**config.mk**
```make
export PLATFORM = sky130hd
export DESIGN_NAME = pcsc_config_register
export DESIGN_NICKNAME = d
export VERILOG_FILES = /design/src/rtl/pcsc_pkg.sv /design/src/rtl/pcsc_config_register.sv
export SDC_FILE = /design/constraint.sdc
export NUM_CORES = 1
export LEC_CHECK = 0
export BUFFER_PORTS_ARGS = -buffer_cell sky130_fd_sc_hd__buf_4
export CORE_MARGIN = 8
export CORE_UTILIZATION = 25
export CTS_CLUSTER_SIZE = 16
export DETAILED_ROUTE_END_ITERATION = 12
export GPL_ROUTABILITY_DRIVEN = 0
export SLEW_MARGIN = 20
export SYNTH_ARGS = -nofsm -noshare
export SYNTH_HDL_FRONTEND = slang
export SYNTH_SLANG_ARGS = --single-unit
```
**constraint.sdc**
```tcl
create_clock -name clk -period 0.95 [get_ports clk]
set_clock_uncertainty 0.1 [all_clocks]
set_input_delay 0 -clock clk [delete_from_list [all_inputs] [get_ports clk]]
set_output_delay 0 -clock clk [all_outputs]
set_load 0.02 [all_outputs]
```
**src/rtl/pcsc_pkg.sv**
```systemverilog
package pcsc_pkg;
    // Register address on the management register space
    localparam logic [4:0] PCS_FAST_CONFIG_STATUS_ADDR = 5'h16;
    // Field positions
    localparam int TX_SILENCE_BIT = 10;
    localparam int FORCE_SIG_BIT = 9;
    localparam int SD_ALG_BIT = 8;
    localparam int DESC_TO_BIT = 7;
    localparam int FORCE_LINK_BIT = 5;
    localparam int CODE_BYPASS_BIT = 2;
    // Writable bits; bits 15:13 are never stored
    localparam logic [15:0] WRITE_MASK = 16'h1fff;
    // Reset value: only the detect algorithm select is set
    localparam logic [15:0] RESET_VALUE = 16'h0100;
    // Descrambler timeouts in microseconds and the clock rate
    localparam int DESC_TO_SHORT_US = 722;
    localparam int DESC_TO_LONG_US = 2000;
    localparam int CLK_MHZ = 200;
    localparam int DESC_TO_SHORT_CYC = DESC_TO_SHORT_US * CLK_MHZ;
    localparam int DESC_TO_LONG_CYC = DESC_TO_LONG_US * CLK_MHZ;

    // Control fields decoded from the register
    typedef struct packed {
        logic transmit_silence_enable;
        logic force_signal_presence;
        logic signal_detect_algorithm_select;
        logic descrambler_timeout_select;
        logic force_link_good;
        logic line_code_bypass;
    } pcsc_ctrl_t;

    // Management access request
    typedef struct packed {
        logic wr;
        logic rd;
        logic [4:0] addr;
        logic [15:0] wdata;
    } pcsc_req_t;
endpackage : pcsc_pkg

```
**src/rtl/pcsc_config_register.sv**
```systemverilog
// Function
// - Bits 15:13 ignore writes, read zero
// - Bit 10 puts transmitter in quiet mode
// - Bit 9 forces signal detect asserted
// - Bit 8 resets one, selects detect algorithm
// - Bit 7 selects 2ms or 722us timeout
// - Bit 5 forces good 100M link
// - Bit 2 bypasses line transition coding
module pcsc_config_register #(
    parameter int SHORT_TO_CYC = pcsc_pkg::DESC_TO_SHORT_CYC,
    parameter int LONG_TO_CYC = pcsc_pkg::DESC_TO_LONG_CYC
) (
    // Clock and reset
    input wire logic clk,
    input wire logic reset,
    // Management access, same clock
    input wire pcsc_pkg::pcsc_req_t req,
    output logic [15:0] rdata,
    // Control outputs to the 100M datapath
    output pcsc_pkg::pcsc_ctrl_t ctrl,
    // Selected descrambler timeout in cycles
    output logic [31:0] desc_timeout_cyc
);
    // Refuse a short timeout that is not below the long one
    initial begin
        if (SHORT_TO_CYC < 1 || LONG_TO_CYC <= SHORT_TO_CYC)
            $error("Bad descrambler timeout parameters");
    end

    // Stored register value
    logic [15:0] reg_r;
    // Address hit for the register
    logic hit;
    assign hit = req.addr == pcsc_pkg::PCS_FAST_CONFIG_STATUS_ADDR;

    // Register write; bits 15:13 are dropped, bits 12:0 are stored as written
    always_ff @(posedge clk or posedge reset) begin
        if (reset) begin
            reg_r <= pcsc_pkg::RESET_VALUE;
        end else if (req.wr && hit) begin
            reg_r <= req.wdata & pcsc_pkg::WRITE_MASK;
        end
    end

    // Read data, registered
    always_ff @(posedge clk or posedge reset) begin
        if (reset) begin
            rdata <= 16'h0000;
        end else if (req.rd && hit) begin
            rdata <= reg_r & pcsc_pkg::WRITE_MASK;
        end else begin
            rdata <= 16'h0000;
        end
    end

    // Control outputs, registered
    always_ff @(posedge clk or posedge reset) begin
        if (reset) begin
            ctrl <= '0;
            ctrl.signal_detect_algorithm_select <= 1'b1;
        end else begin
            ctrl.transmit_silence_enable <= reg_r[pcsc_pkg::TX_SILENCE_BIT];
            ctrl.force_signal_presence <= reg_r[pcsc_pkg::FORCE_SIG_BIT];
            ctrl.signal_detect_algorithm_select <= reg_r[pcsc_pkg::SD_ALG_BIT];
            ctrl.descrambler_timeout_select <= reg_r[pcsc_pkg::DESC_TO_BIT];
            ctrl.force_link_good <= reg_r[pcsc_pkg::FORCE_LINK_BIT];
            ctrl.line_code_bypass <= reg_r[pcsc_pkg::CODE_BYPASS_BIT];
        end
    end

    // Timeout length in cycles
    always_ff @(posedge clk or posedge reset) begin
        if (reset) begin
            desc_timeout_cyc <= 32'(SHORT_TO_CYC);
        end else begin
            desc_timeout_cyc <= reg_r[pcsc_pkg::DESC_TO_BIT] ?
                32'(LONG_TO_CYC) : 32'(SHORT_TO_CYC);
        end
    end
endmodule // pcsc_config_register

```
# == Word-level counts from Yosys, hierarchy flattened ==
# Cells that the tools add are included.
# totals
wordCells,14
regBits,51
output_inout_bits,54
inputBits,25
# classes
eq_ne,1
n_mux,2
reduce_logical,2
# op_table
operator,count
$mux 19,1
$mux 13,1
$eq 5x5->1 const B,1
$logic_and 1x1->1,2

# == Depth between registers and ports, before layout ==
# Gate-level depths: netlist of run 1.
# logic_depth
depth_word,3
mapped_depth,4
depth_no_buf,3

# == Worst setup path after synthesis of run 1 ==
# OpenSTA, ideal clock, no wires.
# synth_path
path_kind,input to register
start,input port req[16] in the netlist's numbering
end,register reg_r[0]
arrival_time_ps,879
path_slack_ps,-154
cell_stages,4
setup_ps,125
path_cell_list,nand2b_4 -> nor3_4 -> buf_12 -> mux2_4
# synth_via
elab_chain_len,2
# synth_rtl
item,line_no,text
start: declaration,pcsc_config_register.sv:17,"input wire pcsc_pkg::pcsc_req_t req,"
$eq 5x5->1,pcsc_config_register.sv:34,assign hit = req.addr == pcsc_pkg::PCS_FAST_CONFIG_STATUS_ADDR;
$logic_and 1x1->1,pcsc_config_register.sv:40,end else if (req.wr && hit) begin
end signal: assignment,pcsc_config_register.sv:39,reg_r <= pcsc_pkg::RESET_VALUE;
end signal: assignment,pcsc_config_register.sv:41,reg_r <= req.wdata & pcsc_pkg::WRITE_MASK;
end: declaration,pcsc_config_register.sv:31,logic [15:0] reg_r;
# No other way between the ends.
# A chain may end at the register's enable or synchronous reset.

==> reports/qor.csv, run 1 <==
metric;value;unit
clock sinks;33;
worst skew pair latency;280;ps
Rows;27;
Avg WL per Cell;12.3;um
Post-Synthesis Cells;105;
largest family of logic cells by synthesized area;buffers and inverters;
CP Data Required Time;850;ps
Avg Synthesized Cell Area;13.8;um2
CTS Buf Count;5;
maximum root-to-sink buffer count;2;
Core ar.;5540;um2
number of synthesized register bits;33;
fill count;551;
H-tree levels;2;
Setup crit start kind;flop;
postcts setup bufs;0;
Buf+Inv Stages, Crit Path;1;
fin. max-slew vios;0;
crit-path leading delay family;flip-flops;
peak supply drop;0.00103;V
# placed instances;221;
hold depth;4;
worst setup margin;-107;ps
Crit. End Element;primary output;
CP Cell Sequence;buf_4;
final worst path period need;1060;ps
drt drc;0;
post-synthesis mux area share;12.7;%
final hold slack;-8.42;ps
global-route wire length before repair;4780;um
synthesized area;1450;um2
fmax;946;MHz
register area share after synthesis;57.4;%
LEAKAGE;1.07;nW
Worst Path Class, Setup;reg -> out;
CTS tree;done;
cts hold-fix bufs;15;
Die Wd;92.0;um
critical path arrival;960;ps
cell area after placement;1770;um2
synth-to-layout area growth;43.1;%
Final Non-Filler Cells;244;
worst min-delay path category;in -> reg;
register area;831;um2
IO Pins;79;
Final nets;196;
HPWL after DPL;2320;um
largest net degree at the start of global routing;14;
initial core utilization;26.1;%
CP max stage cell;dfstp_2;
top-area cell type share of the netlist area;51.9;%
final wirelength;3000;um
Pwr Density;1850;nW/um2
initial antenna violation count;0;
top cells by area, synth;dfrtp_1, buf_4, mux2_4;
status;finished with violations;
Port Buffers;47;
clock root buffer master;clkbuf_8;
Overflow after GRT;0;
max cap viols;0;
failing checks;hold timing, setup timing;
Final setup viols;9;
Overall Global Routing Usage;7.18;%
synthesis warning total;0;
RSZ-0062 raised after global routing;yes;
drt first-iter violations;3;
area share of and/or/nand/nor cells after synthesis;9.52;%
DR pass1 iterations;3;
CP max FO;3;
Die Ht;92.0;um
ant diodes;0;
post-synthesis adder-cell area fraction;0;%
post-synthesis xor/xnor area fraction;0;%
die area;8470;um2
Yosys top cell by area;dfrtp_1;
Period Utilization, post-route;111;%
final core occ;37.3;%
post-route cell area;2070;um2
post-synthesis cell type count;15;
vias per cell;3.52;
Via Count;858;
Synth Area in Compound Gates;0;%
clock transition at the registers of the reported paths;70;ps
final hold vios;1;
worst r2r path cells;1;
multi-input logic area;433;um2
critical path depth;1;
vias in the first global route;971;
CP max stage delay;540;ps
layout cells sized above 1;47.7;%
ANT nets after route;0;
==> layer usage <==
layer	track usage [%]	part of all wire, %	vias to the layer above
met3	3.59	11	4
met2	12.3	53	44
met5	0	0	-
li1	-	-	399
met4	3.09	1.4	0
met1	7.18	35	411
==> kinds of logic after synthesis <==
| family | after synthesis |
|---|---|
| flops | 33 |
| buf+inv | 38 |
| mux | 13 |
| other cells | 2 |
| simple gates | 19 |
==> power by group <==
part           total [mW]  switching [mW]  internal (mW)
combinational       0.798           0.388          0.410
clock                1.34           0.484          0.855
sequential           1.70           0.103           1.59
total                3.83           0.976           2.86
==> worst paths after layout <==
kind	start	endpoint	slack [ps]
max in group asynchronous	reset	ctrl[3]	100
setup reg to reg	reg_r[5]	reg_r[5]	50
hold / removal	req[18]	rdata[7]	-8
setup / recovery	desc_timeout_cyc[13]	desc_timeout_cyc[4]	-110
hold reg to reg	reg_r[8]	ctrl[3]	280
min in group asynchronous	reset	rdata[7]	150
==> registers in the layout, summed over array words and instances (netlist names) <==
register and flops:
ctrl 5, desc_timeout_cyc 2, rdata 13, reg_r 13
==> cell usage in the layout, fill, tap and decap left out, drive strengths merged <==
master	instances
buf	54
dlygate4sd3	15
bufinv	1
and2	12
dfrtp	30
nand2b	2
dfstp	3
nand2	2
conb	28
clkbuf	7
nor4	1
inv	2
mux2	13
nor3	2
==> cells in the mapped netlist (all sizes together) <==
| cell | n |
|---|---|
| dfrtp | 30 |
| and2 | 12 |
| nand2b | 2 |
| inv | 2 |
| buf | 35 |
| mux2 | 13 |
| nor4 | 1 |
| conb | 2 |
| nor3 | 2 |
| nand2 | 2 |
| dfstp | 3 |
| clkbuf | 1 |
==> through the flow <==
stage	TNS (ps)	total power, mW	worst slack (ps)
5_1_grt	-777	3.99	-130
3_3_place_gp	-4330	2.43	-253
4_1_cts	-659	3.87	-116
6_report	-543	3.83	-107
2_1_floorplan	-1630	2.27	-153
3_5_place_dp	-4410	2.44	-261
==> layout make-up <==
class                   count  area share, %
well taps                  72           4.36
clock buffers               7           4.17
flip-flops and latches     33           40.2
inverters                   2          0.363
repair buffers             69           28.6
multi-input cells          60           20.9
clock inverters             1           1.45
==> what timing repair did <==
item	in CTS	in global routing
pin swaps	0	1
setup endpoints to repair	9	10
gates resized for setup	7	1
hold endpoints to repair	45	1
No activity file was read; power rests on OpenSTA's default activity.
==> run 2, diff against run 1 <==
--- a/config.mk
+++ b/config.mk
@@ -11,6 +11,7 @@
 export CTS_CLUSTER_SIZE = 16
 export DETAILED_ROUTE_END_ITERATION = 12
 export GPL_ROUTABILITY_DRIVEN = 0
+export RECOVER_POWER = 50
 export SLEW_MARGIN = 20
 export SYNTH_ARGS = -nofsm -noshare
 export SYNTH_HDL_FRONTEND = slang
==> run 2 against run 1 <==
The run still ends with hold timing, setup timing left. Via count is 0.35% lower. Die area unchanged. Maximum frequency hardly changed. Non-clock buffer count stayed put. Worst hold slack lost 1.2 ps.
==> reports/qor.csv, run 2 (synthesis gave the netlist of run 1 again) <==
metric;value;unit
clock root buffer master;clkbuf_8;
critical path endpoint;desc_timeout_cyc[4];
final worst path period need;1060;ps
vias per cell;3.50;
fmax;945;MHz
synth-to-layout area growth;41.6;%
Period Utilization, post-route;111;%
DR pass1 iterations;3;
worst min-delay path category;in -> reg;
layout cells sized above 1;46.5;%
cell area after placement;1770;um2
CTS Buf Count;5;
Rows;27;
Die Wd;92.0;um
max cap viols;0;
Overflow after GRT;0;
Avg WL per Cell;12.3;um
most frequent cells in the layout;buf_4, dfrtp_1, conb_1, dlygate4sd3_1, mux2_4;
Port Buffers;47;
Core ar.;5540;um2
global-route wire length before repair;4780;um
fill count;553;
drt drc;0;
met1 Use GR;7.18;%
postcts setup bufs;0;
Worst R2R Start;reg_r[5];
Final nets;196;
worst r2r path cells;1;
status;finished with violations;
cts hold-fix bufs;15;
ant diodes;0;
pre-CTS setup slack;-261;ps
die area;8470;um2
crit path launch;desc_timeout_cyc[13];
failing checks;hold timing, setup timing;
worst setup margin;-108;ps
Setup crit start kind;flop;
initial antenna violation count;0;
Pwr Density;1870;nW/um2
Worst Path Class, Setup;reg -> out;
Final setup viols;12;
CP max stage cell;dfstp_2;
commonest non-fill, non-tap cell in the layout;buf_4;
critical path arrival;960;ps
vias in the first global route;971;
gr busiest metal;met2;
Overall Global Routing Usage;7.18;%
CP Data Required Time;850;ps
largest net degree at the start of global routing;14;
R2R Path End;reg_r[5];
IO Pins;79;
final wirelength;3010;um
worst skew pair latency;280;ps
Buf+Inv Stages, Crit Path;1;
HPWL after DPL;2320;um
maximum root-to-sink buffer count;2;
crit-path leading delay family;flip-flops;
met2 Usage GRT;12.3;%
LEAKAGE;1.05;nW
post-route cell area;2050;um2
CP max FO;3;
CTS tree;done;
register area;831;um2
Via Count;855;
CP Cell Sequence;buf_4;
initial core utilization;26.1;%
Die Ht;92.0;um
ANT nets after route;0;
RSZ-0062 raised after global routing;yes;
clock transition at the registers of the reported paths;70;ps
R2R setup slack;50;ps
fin. max-slew vios;0;
clock sinks;33;
Largest regs;rdata (13), reg_r (13), ctrl (5);
final hold vios;1;
drt first-iter violations;3;
peak supply drop;0.00103;V
H-tree levels;2;
Crit. End Element;primary output;
critical path depth;1;
multi-input logic area;433;um2
final hold slack;-9.63;ps
CP max stage delay;540;ps
grt met3 use;3.59;%
==> run 2: final cells by class <==
| cell class | instances | area share [%] |
|---|---|---|
| Sequential cell | 33 | 40.6 |
| Timing Repair Buffer | 69 | 27.8 |
| Multi-Input combinational cell | 60 | 21.1 |
| Tap cell | 72 | 4.40 |
| Clock buffer | 7 | 4.22 |
| Clock inverter | 1 | 1.47 |
| Inverter | 2 | 0.367 |
==> run 2: stage by stage <==
stage	TNS, ps	std cells	hold WS, ps	util, %	power, mW
CTS	-659	244	-12.6	37.2	3.87
finish	-636	244	-9.63	36.9	3.83
global route	-1220	244	-1.15	36.9	3.98
detailed placement	-4410	221	-116	32.0	2.44
global placement	-4330	221	-109	32.0	2.43
floorplan	-1630	131	26.7	-	2.27
==> run 2: what timing repair did <==
item / 4_1_cts / 5_1_grt
pin swaps: 0 / 1
hold endpoints to repair: 45 / 1
resized for setup: 7 / 1
endpoints found under the setup margin: 9 / 10
==> run 2: report_power, final <==
group          internal, mW  switching [mW]  total (mW)
Sequential             1.59           0.104        1.69
Combinational         0.405           0.388       0.793
Clock                 0.855           0.492        1.35
==> run 2: layer usage <==
layer  vias to the layer above  share of wire, %  wire length (um)
met2                        44                52              1570
met1                       410                35              1060
met3                         4                11               334
met5                         -                 0                 0
met4                         0               1.4                42
li1                        397                 -                 -
==> run 2: worst min-delay path: cells and delay by family <==
| family | cells | cell delay [ps] |
|---|---|---|
| buf+inv | 2 | 230 |
| simple gates | 2 | 110 |
==> run 2: how the worst min path moves through the flow <==
stage | startpoint | end | slack (ps) | cells past startpoint
5_1_grt | req[18] | rdata[7] | -1 | 4
4_1_cts | req[17] | rdata[7] | -10 | 4
6_report | req[18] | rdata[7] | -10 | 4
3_3_place_gp | reset | rdata[7] | -110 | 2
2_1_floorplan | reset | ctrl[0] | 30 | 1
3_5_place_dp | reset | rdata[7] | -120 | 2
